===== src/design/rta_pkg.sv =====
// constants and types of the rtc alarm, event flag and wake block
// assumes one clock; registers sit at word index * 4 on an apb bus
package rta_pkg;
  // clock rate and the post-reset access hold in clock cycles
  localparam int unsigned CLK_HZ = 100_000_000;
  localparam logic [1:0] SYNC_CYCLES = 2'd3;
  // register indexes; byte address is index * 4
  localparam logic [13:0] IDX_IRQ_GATE = 14'h1900;
  localparam logic [13:0] IDX_SHADOW = 14'h1901;
  localparam logic [13:0] IDX_A_MS = 14'h1905;
  localparam logic [13:0] IDX_A_SEC = 14'h1909;
  localparam logic [13:0] IDX_A_MIN = 14'h190d;
  localparam logic [13:0] IDX_A_HOUR = 14'h1911;
  localparam logic [13:0] IDX_A_DAY = 14'h1915;
  localparam logic [13:0] IDX_A_MON = 14'h1919;
  localparam logic [13:0] IDX_A_YEAR = 14'h191d;
  localparam logic [13:0] IDX_FLAG = 14'h1920;
  localparam logic [13:0] IDX_PWR_LOSS = 14'h1921;
  localparam logic [13:0] IDX_EV_EN = 14'h1924;
  localparam logic [13:0] IDX_OSC = 14'h192c;
  localparam logic [13:0] IDX_PMGT = 14'h1930;
  // field positions
  localparam int GATE_BIT = 0;
  localparam int LOAD_BIT = 14;
  localparam int SRST_BIT = 0;
  localparam int DIR_BIT = 0;
  localparam int EV_MS = 0;
  localparam int EV_SEC = 1;
  localparam int EV_MIN = 2;
  localparam int EV_HOUR = 3;
  localparam int EV_DAY = 4;
  localparam int EV_EXT = 14;
  localparam int EV_ALARM = 15;
  localparam logic [15:0] EV_MASK = 16'hc01f;
  // bcd limits of the alarm fields
  localparam logic [12:0] MS_TOP = 13'h1023;
  localparam logic [6:0] SEC_TOP = 7'h59;
  localparam logic [6:0] MIN_TOP = 7'h59;
  localparam logic [5:0] HOUR_TOP = 6'h23;
  localparam logic [5:0] DAY_TOP = 6'h31;
  localparam logic [4:0] MON_TOP = 5'h12;
  localparam logic [7:0] YEAR_TOP = 8'h99;
  localparam logic [3:0] BCD_MAX = 4'h9;
  // reset values
  localparam logic [15:0] EV_EN_RST = 16'h0000;
  localparam logic [15:0] FLAG_RST = 16'h0000;

  // bcd time and calendar value
  typedef struct packed {
    logic [12:0] ms;
    logic [6:0] sec;
    logic [6:0] min;
    logic [5:0] hour;
    logic [5:0] day;
    logic [4:0] mon;
    logic [7:0] year;
  } rta_time_t;

  // apb request from the master
  typedef struct packed {
    logic psel;
    logic penable;
    logic pwrite;
    logic [15:0] paddr;
    logic [31:0] pwdata;
  } rta_apb_req_t;

  // apb answer to the master
  typedef struct packed {
    logic pready;
    logic [31:0] prdata;
    logic pslverr;
  } rta_apb_rsp_t;

  // register selected by an address
  typedef enum {
    SEL_NONE, SEL_GATE, SEL_SHADOW, SEL_A_MS, SEL_A_SEC, SEL_A_MIN,
    SEL_A_HOUR, SEL_A_DAY, SEL_A_MON, SEL_A_YEAR, SEL_FLAG, SEL_PWR,
    SEL_EV_EN, SEL_OSC, SEL_PMGT
  } rta_sel_t;
endpackage : rta_pkg


===== src/design/rta_alarm_irq.sv =====
// rtc alarm compare, event flags, cpu interrupt, wake pin and resets
// assumes time counters outside supply cur_time and a one-cycle ms_tick
// Functional notes
// - millisecond alarm is 1+4+4+4 bit bcd, 0000-1023, invalid never matches.
// - second alarm is 3+4 bit bcd, 00-59, invalid never matches.
// - minute alarm is 3+4 bit bcd, 00-59, invalid never matches.
// - hour alarm is 2+4 bit bcd up to 23, invalid never matches.
// - day alarm is 2+4 bit bcd, 01-31, invalid never matches.
// - month alarm is 1+4 bit bcd, 01-12, invalid never matches.
// - year alarm is 4+4 bit bcd, 00-99, invalid never matches.
// - load strobe copies all buffered alarm fields together in one cycle.
// - alarm registers always readable, never changed by counting.
// - alarm, periodic and wake events merge into one interrupt line.
// - interrupt reaches cpu only while gate bit 0 is set.
// - any pending event also forces the master clock gate open.
// - enabled event sets its flag; writing one clears it.
// - power loss flag; accesses wait three cycles after power-up.
// - interrupt stays asserted while gate bit 0 is set and any flag remains set.
// - enable bits 0..4 select ms, second, minute, hour, day events.
// - periodic event fires when its unit increments, flag sticks.
// - alarm event on equal time, enable bit 15, flag bit 15.
// - wake ungates clock at once, alarm via its flag one cycle after the match; cause stays latched.
// - supply monitor reset restores all defaults; soft reset bit does too but clears the power loss flag.
// - millisecond count rolls over after 1023 and advances seconds.
// - wake pin rising edge sets flag; ungating follows the level; both only while the pin is an input.
module rta_alarm_irq
  import rta_pkg::*;
(
  input wire logic clk,
  input wire logic clk_en,
  input wire logic sys_rst,
  input wire rta_apb_req_t apb_req,
  output rta_apb_rsp_t apb_rsp,
  input wire logic ms_tick,
  input wire rta_time_t cur_time,
  input wire logic wake_i,
  output logic wake_o,
  output logic wake_oe,
  output logic cpu_irq,
  output logic clk_ungate
);

  // address decode shared by reads and writes
  function automatic rta_sel_t reg_sel(input logic [15:0] a);
    rta_sel_t s;
    s = SEL_NONE;
    if (a[1:0] == 2'b00) begin
      case (a[15:2])
        IDX_IRQ_GATE: s = SEL_GATE;
        IDX_SHADOW: s = SEL_SHADOW;
        IDX_A_MS: s = SEL_A_MS;
        IDX_A_SEC: s = SEL_A_SEC;
        IDX_A_MIN: s = SEL_A_MIN;
        IDX_A_HOUR: s = SEL_A_HOUR;
        IDX_A_DAY: s = SEL_A_DAY;
        IDX_A_MON: s = SEL_A_MON;
        IDX_A_YEAR: s = SEL_A_YEAR;
        IDX_FLAG: s = SEL_FLAG;
        IDX_PWR_LOSS: s = SEL_PWR;
        IDX_EV_EN: s = SEL_EV_EN;
        IDX_OSC: s = SEL_OSC;
        IDX_PMGT: s = SEL_PMGT;
        default: s = SEL_NONE;
      endcase
    end
    return s;
  endfunction : reg_sel

  // one bcd digit holds 0 to 9
  function automatic logic dig_ok(input logic [3:0] d);
    return d <= BCD_MAX;
  endfunction : dig_ok

  // state
  logic gate_q, gate_d;
  logic load_q, load_d;
  logic soft_q, soft_d;
  logic dir_q, dir_d;
  logic pwr_q, pwr_d;
  logic [15:0] en_q, en_d;
  logic [15:0] flag_q, flag_d;
  rta_time_t buf_q, buf_d;
  rta_time_t act_q, act_d;
  rta_time_t prev_q, prev_d;
  logic tick_q, tick_d;
  logic wake_q, wake_d;
  logic [1:0] hold_q, hold_d;
  logic [31:0] prdata_q, prdata_d;

  // combinational helpers
  rta_sel_t sel;
  logic pready;
  logic wr;
  logic [15:0] wdat;
  logic [15:0] rdat;
  logic [15:0] set_v;
  logic [15:0] clr_v;
  logic alarm_ok;
  logic alarm_hit;
  logic ms_wrap;
  logic wake_rise;

  // bus handshake; stalls while the post-reset hold runs
  assign sel = reg_sel(apb_req.paddr);
  assign pready = apb_req.psel & apb_req.penable & clk_en
                & (hold_q == 2'd0);
  assign wr = pready & apb_req.pwrite;
  assign wdat = apb_req.pwdata[15:0];
  assign apb_rsp.pready = pready;
  assign apb_rsp.prdata = prdata_q;
  assign apb_rsp.pslverr = pready & (sel == SEL_NONE);

  // read mux, alarm values come from the buffers
  always_comb begin
    rdat = 16'h0000;
    case (sel)
      SEL_GATE: rdat[GATE_BIT] = gate_q;
      SEL_SHADOW: rdat[LOAD_BIT] = load_q;
      SEL_A_MS: rdat = 16'(buf_q.ms);
      SEL_A_SEC: rdat = 16'(buf_q.sec);
      SEL_A_MIN: rdat = 16'(buf_q.min);
      SEL_A_HOUR: rdat = 16'(buf_q.hour);
      SEL_A_DAY: rdat = 16'(buf_q.day);
      SEL_A_MON: rdat = 16'(buf_q.mon);
      SEL_A_YEAR: rdat = 16'(buf_q.year);
      SEL_FLAG: rdat = flag_q;
      SEL_PWR: rdat[0] = pwr_q;
      SEL_EV_EN: rdat = en_q;
      SEL_OSC: rdat[SRST_BIT] = soft_q;
      SEL_PMGT: rdat[DIR_BIT] = dir_q;
      default: rdat = 16'h0000;
    endcase
  end

  // read data and access hold
  always_comb begin
    prdata_d = prdata_q;
    if (apb_req.psel) begin
      prdata_d = {16'h0000, rdat};
    end
    hold_d = hold_q;
    if (soft_q) begin
      hold_d = SYNC_CYCLES;
    end else if (hold_q != 2'd0) begin
      hold_d = hold_q - 2'd1;
    end
  end

  always_ff @(posedge clk) begin
    if (sys_rst) begin
      prdata_q <= 32'h0000_0000;
      hold_q <= SYNC_CYCLES;
    end else if (clk_en) begin
      prdata_q <= prdata_d;
      hold_q <= hold_d;
    end
  end

  // register file: gate, strobe, buffers, active alarm, enables
  always_comb begin
    gate_d = gate_q;
    load_d = 1'b0;
    soft_d = 1'b0;
    dir_d = dir_q;
    pwr_d = pwr_q;
    en_d = en_q;
    buf_d = buf_q;
    act_d = act_q;
    if (load_q) begin
      act_d = buf_q;
    end
    if (wr) begin
      case (sel)
        SEL_GATE: gate_d = wdat[GATE_BIT];
        SEL_SHADOW: load_d = wdat[LOAD_BIT];
        SEL_A_MS: buf_d.ms = wdat[12:0];
        SEL_A_SEC: buf_d.sec = wdat[6:0];
        SEL_A_MIN: buf_d.min = wdat[6:0];
        SEL_A_HOUR: buf_d.hour = wdat[5:0];
        SEL_A_DAY: buf_d.day = wdat[5:0];
        SEL_A_MON: buf_d.mon = wdat[4:0];
        SEL_A_YEAR: buf_d.year = wdat[7:0];
        SEL_EV_EN: en_d = wdat & EV_MASK;
        SEL_OSC: soft_d = wdat[SRST_BIT];
        SEL_PMGT: dir_d = wdat[DIR_BIT];
        default: gate_d = gate_q;
      endcase
    end
    // soft reset restores defaults and clears the power loss flag
    if (soft_q) begin
      gate_d = 1'b0;
      load_d = 1'b0;
      dir_d = 1'b0;
      pwr_d = 1'b0;
      en_d = EV_EN_RST;
      buf_d = '0;
      act_d = '0;
    end
  end

  always_ff @(posedge clk) begin
    if (sys_rst) begin
      gate_q <= 1'b0;
      load_q <= 1'b0;
      soft_q <= 1'b0;
      dir_q <= 1'b0;
      pwr_q <= 1'b1;
      en_q <= EV_EN_RST;
      buf_q <= '0;
      act_q <= '0;
    end else if (clk_en) begin
      gate_q <= gate_d;
      load_q <= load_d;
      soft_q <= soft_d;
      dir_q <= dir_d;
      pwr_q <= pwr_d;
      en_q <= en_d;
      buf_q <= buf_d;
      act_q <= act_d;
    end
  end

  // active alarm must be legal bcd in range to ever match
  always_comb begin
    alarm_ok = 1'b1;
    if (!dig_ok(act_q.ms[11:8]) || !dig_ok(act_q.ms[7:4])
        || !dig_ok(act_q.ms[3:0]) || act_q.ms > MS_TOP) begin
      alarm_ok = 1'b0;
    end
    if (!dig_ok(act_q.sec[3:0]) || act_q.sec > SEC_TOP) begin
      alarm_ok = 1'b0;
    end
    if (!dig_ok(act_q.min[3:0]) || act_q.min > MIN_TOP) begin
      alarm_ok = 1'b0;
    end
    if (!dig_ok(act_q.hour[3:0]) || act_q.hour > HOUR_TOP) begin
      alarm_ok = 1'b0;
    end
    if (!dig_ok(act_q.day[3:0]) || act_q.day > DAY_TOP
        || act_q.day == 6'h00) begin
      alarm_ok = 1'b0;
    end
    if (!dig_ok(act_q.mon[3:0]) || act_q.mon > MON_TOP
        || act_q.mon == 5'h00) begin
      alarm_ok = 1'b0;
    end
    if (!dig_ok(act_q.year[7:4]) || !dig_ok(act_q.year[3:0])) begin
      alarm_ok = 1'b0;
    end
  end

  // compare in the cycle after the tick, once per millisecond
  assign alarm_hit = tick_q & alarm_ok & (cur_time == act_q);
  // millisecond wrap from top to zero also counts as a second step
  assign ms_wrap = (prev_q.ms == MS_TOP) & (cur_time.ms == 13'h0000);
  // wake edge only while the pin is an input
  assign wake_rise = wake_i & ~wake_q & ~dir_q;

  // hardware event vector, gated by the enables
  always_comb begin
    set_v = 16'h0000;
    set_v[EV_MS] = tick_q;
    set_v[EV_SEC] = tick_q & ((cur_time.sec != prev_q.sec) | ms_wrap);
    set_v[EV_MIN] = tick_q & (cur_time.min != prev_q.min);
    set_v[EV_HOUR] = tick_q & (cur_time.hour != prev_q.hour);
    set_v[EV_DAY] = tick_q & (cur_time.day != prev_q.day);
    set_v[EV_EXT] = wake_rise;
    set_v[EV_ALARM] = alarm_hit;
    set_v = set_v & en_q;
  end

  // sticky flags, write one to clear, set wins
  always_comb begin
    clr_v = 16'h0000;
    if (wr && sel == SEL_FLAG) begin
      clr_v = wdat & EV_MASK;
    end
    flag_d = (flag_q & ~clr_v) | set_v;
    tick_d = ms_tick;
    prev_d = tick_q ? cur_time : prev_q;
    wake_d = wake_i;
    if (soft_q) begin
      flag_d = FLAG_RST;
      tick_d = 1'b0;
      prev_d = '0;
      wake_d = 1'b0;
    end
  end

  always_ff @(posedge clk) begin
    if (sys_rst) begin
      flag_q <= FLAG_RST;
      tick_q <= 1'b0;
      prev_q <= '0;
      wake_q <= 1'b0;
    end else if (clk_en) begin
      flag_q <= flag_d;
      tick_q <= tick_d;
      prev_q <= prev_d;
      wake_q <= wake_d;
    end
  end

  // one merged request, gated toward the cpu
  assign cpu_irq = gate_q & (|flag_q);
  // pending events and a high input pin open the master clock gate
  assign clk_ungate = (|flag_q) | (wake_i & ~dir_q);
  // output mode pulls the pin low only while no event is pending
  assign wake_o = 1'b0;
  assign wake_oe = dir_q & ~(|flag_q);
endmodule : rta_alarm_irq


===== config.mk =====
export PLATFORM = sky130hd
export DESIGN_NAME = rta_alarm_irq
export DESIGN_NICKNAME = d
export VERILOG_FILES = /design/src/design/rta_pkg.sv /design/src/design/rta_alarm_irq.sv
export SDC_FILE = /design/constraint.sdc
export NUM_CORES = 1
export LEC_CHECK = 0
export ABC_CLOCK_PERIOD_IN_PS = 1900
export BUFFER_PORTS_ARGS = -buffer_cell sky130_fd_sc_hd__buf_2
export CAP_MARGIN = 30
export CORE_MARGIN = 5
export CORE_UTILIZATION = 31
export CTS_BUF_LIST = sky130_fd_sc_hd__clkbuf_4 sky130_fd_sc_hd__clkbuf_8 sky130_fd_sc_hd__clkbuf_16
export CTS_CLUSTER_DIAMETER = 40
export DETAILED_ROUTE_END_ITERATION = 12
export HOLD_SLACK_MARGIN = 0.1
export PLACE_DENSITY = 0.53
export SYNTH_ARGS = -nofsm -noshare
export SYNTH_HDL_FRONTEND = slang
export SYNTH_SLANG_ARGS = --single-unit

===== constraint.sdc =====
create_clock -name clk -period 1.9 [get_ports clk]
set_input_delay 0.095 -clock clk [delete_from_list [all_inputs] [get_ports clk]]
set_output_delay 0.095 -clock clk [all_outputs]
set_load 0.02 [all_outputs]

==> impl_metrics.json, run 1 <==
{
  "synth_cell_type_count": 71,
  "p_int_uw": 6390,
  "yosys-mux-area-fraction": 0.0197,
  "worst_r2r_path_depth": 7,
  "cp_cell_sequence": "or4_4, nor4_4, buf_4, and2_4, buf_6",
  "die_h_um": 179,
  "wl_per_cell_um": 19.8,
  "multi_input_comb_area_um2": 4890,
  "antenna_left": 0,
  "drc": 0,
  "yosys-top-cells-count": "182 x dfxtp_1, 160 x nor2_1, 125 x a22oi_1, 60 x nand2_1, 59 x clkbuf_1",
  "r2r_end": "flag_q[15]",
  "worst_pin_slew_ps": 745,
  "max-slew-margin-rel": 0.503,
  "crit_required_ps": 1800,
  "cts_sinks": 182,
  "status": "finished, violations left",
  "setup_ws_ps": -72.5,
  "swShare": 0.244,
  "min_period_over_period": 1.04,
  "ir_worst_vdd_v": 0.000496,
  "stdcell_count": 1680,
  "drtPass1Iterations": 6,
  "synth-warning-count": 0,
  "finalMaxSlewViolations": 0,
  "core_um2": 27900,
  "synth-seq-area-share": 0.413,
  "synthAdderAreaFrac": 0.00255,
  "ios": 146,
  "overflow": 0,
  "cap_viol_max_count": 0,
  "async_reset_ff_frac": 0,
  "power_uw": 8460,
  "yosysMostFrequentCell": "dfxtp_1",
  "clkLatencyLatePin_ps": 430,
  "rrSetupSlack_ps": 60,
  "synth_top_family_by_area": "compound AO/OA/AOI/OAI gates",
  "critPathKind": "register to primary output",
  "h-tree-depth": 4,
  "cts_tree": "done",
  "synth.area.top_cells": "dfxtp_1 41%, a22oi_1 11%, nor2_1 6.8%",
  "dieArea_um2": 31900,
  "rows": 61,
  "cts_buffer_depth": 2,
  "finalHoldViolCount": 0,
  "area_growth_pct": 34.9,
  "start_kind": "register",
  "worstPathMaxFanout": 3,
  "ys_ff_latch": 182,
  "dp_hpwl_um": 24800,
  "clk_pin_slew_ps": 70,
  "antenna_found_initial": 0,
  "cts-root-buf": "clkbuf_16",
  "grt_max_degree": 71,
  "synthSimpleGateAreaFrac": 0.212,
  "crit_slowest_cell": "or4_4",
  "synthXorXnorAreaFrac": 0.0556,
  "placedCellCount": 1590,
  "power_frac_seq": 0.457,
  "start_util": 0.316,
  "fillers": 2786,
  "track_usage": 0.207,
  "max_clock_freq_mhz": 507,
  "numCtsBuffers": 17,
  "worstPathArrival_ps": 1880,
  "synth_edf_count": 0,
  "min_period_ps": 1970,
  "diodes": 0,
  "final_util": 0.426,
  "synthCells": 1047,
  "grt_pass1_wl_um": 50800,
  "cellPowerDensity_nw_per_um2": 711,
  "crit_path_end": "wake_oe",
  "startpoint": "flag_q[3]",
  "rsz0062_at_grt": "yes",
  "setup_violations": 3,
  "die_w_um": 179,
  "violations": "negative setup slack",
  "port-buffer-count": 111,
  "syn_area_um2": 8820,
  "comb_power_share": 0.096,
  "yosysTopAreaCellShare": 0.413,
  "hold_class": "input port to register",
  "fin_skew_ps": 11.3,
  "gp_congestion": 0.928,
  "drt-initial-drc-count": 769,
  "num-nets-final": 1399,
  "timing.rr.start": "act_q[45]",
  "critPathMaxStageDelay_ps": 540,
  "synth_compound_area_frac": 0.236,
  "wirelength_um": 33200,
  "hp-start": "cur_time[5]",
  "ff_latch_area_um2": 3650,
  "synth_area_per_cell_um2": 8.42,
  "grt_pass1_vias": 8692,
  "switchingPower_uw": 2070,
  "ys.flop_type": "dfxtp_1",
  "power.leakage_uw": 0.00465,
  "via_per_inst": 5.29,
  "drive_gt1_frac": 0.257,
  "yosys.area.top_type": "dfxtp_1",
  "end_kind": "primary output",
  "vias": 8887,
  "clockPowerShare": 0.448
}
[routing by layer]
metal / vias up / global-route usage / part of all wire
met5: - / 0 / 0
met4: 0 / 0.0678 / 0.027
met3: 46 / 0.0390 / 0.071
met2: 350 / 0.307 / 0.44
met1: 4231 / 0.303 / 0.47
li1: 4260 / - / -
[sequential cells by signal, summed over array words and instances (netlist names), 2 cells and up]
signal / flops
en_q: 7
prdata_q: 16
flag_q: 7
hold_q: 2
act_q: 52
prev_q: 39
buf_q: 52
[power groups by stage]
stage	Sequential, uW	Clock, uW	Combinational (uW)
final	3860	3790	809
after floorplan	3950	0	391
after CTS	3860	3840	791
after detailed placement	3950	0	691
after global routing	3870	4000	877
after global placement	3950	0	694
[how the worst min path moves through the flow]
stage,cells past startpoint,endpoint,slack (ps)
finish,4,flag_q[15],110
floorplan,1,buf_q[44],220
CTS,4,flag_q[15],130
detailed placement,3,tick_q,340
global placement,3,tick_q,340
global route,4,flag_q[15],120
[metrics by stage]
step / setup slack [ps] / hold slack, ps / cell area, um^2 / setup TNS [ps]
2_1_floorplan: -38.3 / 220 / 8930 / -222
3_3_place_gp: -263 / 337 / 10500 / -14110
3_5_place_dp: -286 / 335 / 10500 / -15950
4_1_cts: -84.9 / 134 / 11800 / -178
5_1_grt: -115 / 121 / 11900 / -237
6_report: -72.5 / 115 / 11900 / -89.2
[worst max-delay path: cells and delay by family (launching register included)]
kind	cells	cell delay, ps
buffers and inverters	2	280
DFF	1	330
and+or+nand+nor	3	820
[cell families after synthesis]
logic type      Yosys count
flops                   182
simple gates            381
xor+xnor                 56
buf+inv                 115
compound gates          293
fa+ha+maj                 2
mux                      17
other cells               1
[area by class of cell]
class | count | area share
clock inverters | 10 | 0.0120
well taps | 378 | 0.0398
clock buffers | 21 | 0.0399
repair buffers | 299 | 0.183
flip-flops and latches | 182 | 0.307
inverters | 24 | 0.00758
multi-input cells | 766 | 0.411
[placed cells by master (no fill, tap or decap), types with 4 or more instances in the layout]
cell,synthesis,final
buf_4,19,126
and3_1,6,4
a2bb2oi_1,7,6
a22oi_1,125,123
or2_2,4,4
xnor2_1,26,26
mux2i_1,14,13
nand4_1,17,17
nand3_1,44,43
buf_6,3,4
nand2b_1,5,5
o21ai_0,27,22
nand2_1,60,59
dfxtp_1,182,178
nand3b_1,7,7
nor3_1,14,12
dlygate4sd3_1,0,59
clkbuf_16,0,17
a22o_1,15,15
dfxtp_2,0,4
conb_1,1,17
inv_1,24,22
a21oi_1,51,49
nor2b_1,13,12
and2_1,11,10
a211oi_1,7,6
nor4_4,2,4
o22ai_1,12,12
buf_2,7,107
a221oi_1,14,13
nor2_1,160,157
xor2_1,30,30
nor4_1,18,15
[what timing repair did]
| action | CTS | global route |
|---|---|---|
| pin swaps | 3 | 9 |
| hold endpoints to repair | 88 | 0 |
| hold buffers | 59 | 0 |
| resized for setup | 17 | 31 |
| setup endpoints to repair | 41 | 56 |
| cloned | 0 | 0 |
| setup buffers | 0 | 3 |
No activity file was read; power rests on OpenSTA's default activity.
==> run 2, diff against run 1 <==
ABC_CLOCK_PERIOD_IN_PS = 2250   (was 1900)
PLACE_DENSITY = 0.51   (was 0.53)
clock period = 2.25 ns   (was 1.9 ns; I/O delays follow)
==> run 2 against run 1 <==
Effect of this change: setup slack better by 190 ps; the flow now finishes without violations; sequential cell count stayed put; die area stayed put; worst hold slack better by 72 ps; critical path type is now register to register; highest routed layer unchanged.
==> impl_metrics.json, run 2 (synthesis results as in run 1) <==
{
  "power.leakage_uw": 0.00426,
  "worstPathMaxFanout": 4,
  "timing.hold.ws_ps": 187,
  "hold_class": "input port to register",
  "min_period_ps": 2140,
  "finalHoldViolCount": 0,
  "final_util": 0.402,
  "drtPass1Iterations": 5,
  "max-slew-margin-rel": 0.532,
  "diodes": 0,
  "area_growth_pct": 27.2,
  "rows": 61,
  "gp_congestion": 0.874,
  "track_usage": 0.198,
  "cts_tree": "done",
  "port-buffer-count": 111,
  "grt_pass1_vias": 8261,
  "finalMaxSlewViolations": 0,
  "cts_sinks": 182,
  "cts_buffer_depth": 2,
  "crit_path_frequent_cell": "o21ai_0",
  "antenna_left": 0,
  "fin_skew_ps": 12.6,
  "dieArea_um2": 31900,
  "cap_viol_max_count": 0,
  "crit_slowest_cell": "or4_1",
  "clk_pin_slew_ps": 70,
  "grt_pass1_wl_um": 48500,
  "cellPowerDensity_nw_per_um2": 631,
  "layout_commonest_cell": "dfxtp_1",
  "max_clock_freq_mhz": 468,
  "rrSetupSlack_ps": 110,
  "wl_per_cell_um": 19.9,
  "via_per_inst": 5.32,
  "dp_hpwl_um": 23900,
  "die_w_um": 179,
  "power_uw": 7080,
  "vias": 8575,
  "placed_area_um2": 10000,
  "start_util": 0.316,
  "status": "complete, no violations",
  "post_cts_buffers": 0,
  "final_cell_mix": "182 x dfxtp_1, 160 x nor2_1, 125 x a22oi_1",
  "wirelength_um": 32200,
  "fin_area_um2": 11200,
  "worst_pin_slew_ps": 702,
  "antenna_found_initial": 0,
  "min_period_over_period": 0.950,
  "drc": 0,
  "overflow": 0,
  "worstPathArrival_ps": 2500,
  "cts-root-buf": "clkbuf_16",
  "numCtsBuffers": 17,
  "clkLatencyLatePin_ps": 440,
  "end_kind": "register",
  "drive_gt1_frac": 0.189,
  "largestRegisters": "act_q: 52 flops, buf_q: 52 flops, prev_q: 39 flops",
  "ios": 146,
  "setup_violations": 0,
  "start_kind": "register",
  "critPathKind": "register to register",
  "h-tree-depth": 4,
  "crit_required_ps": 2610,
  "ir_worst_vdd_v": 0.000481,
  "stdcell_count": 1612,
  "num-nets-final": 1330,
  "cp_cell_sequence": "o21ai_0, nand4_1, or4_1, nor4_1, o2111ai_1, o21ai_0",
  "rsz0062_at_grt": "no",
  "grt_max_degree": 64,
  "drt-initial-drc-count": 654,
  "placedCellCount": 1522,
  "core_um2": 27900,
  "die_h_um": 179,
  "critPathMaxStageDelay_ps": 560
}
run 2: through the flow:
stage | setup WS (ps) | setup TNS, ps
floorplan | 205 | 0
global placement | -29.8 | -95.2
detailed placement | -28.6 | -77.9
CTS | 92.6 | 0
global route | 8.81 | 0
finish | 114 | 0
run 2: layout make-up:
cell class	instances	area (um^2)
flip-flops and latches	182	3640
fillers	2899	16700
well taps	378	473
multi-input cells	766	4720
inverters	24	90.1
repair buffers	230	1670
clock buffers	20	454
clock inverters	12	166
run 2: critical path, delay by kind of cell, from the launching register on:
kind            cells  cell delay [ps]
flops               1              370
compound gates      3              670
simple gates        3             1020
run 2: layer usage:
metal / vias up / wire, um / part of all wire / track usage
met3: 39 / 1950 / 0.061 / 0.0337
met2: 298 / 14300 / 0.44 / 0.302
met5: - / 0 / 0 / 0
met4: 0 / 637 / 0.020 / 0.0588
met1: 4115 / 15300 / 0.47 / 0.286
li1: 4123 / - / - / -
run 2: worst paths after layout:
kind / end / depth (start not counted) / from
hold / removal: prdata_q[13] / 4 / apb_req[50]
setup reg to reg: flag_q[15] / 6 / act_q[45]
setup / recovery: flag_q[15] / 6 / act_q[45]
hold reg to reg: prdata_q[9] / 2 / prdata_q[9]
run 2: repair_timing:
action                                  4_1_cts  5_1_grt
gates resized for setup                       0        3
hold buffers                                 58        0
endpoints found under the setup margin        0       14
endpoints found under the hold margin        84        0
run 2: report_power, final:
part	switching (uW)	internal [uW]	total (uW)
Sequential	16.3	3250	3260
Clock	1360	1820	3190
Combinational	373	259	633
Total	1750	5330	7080
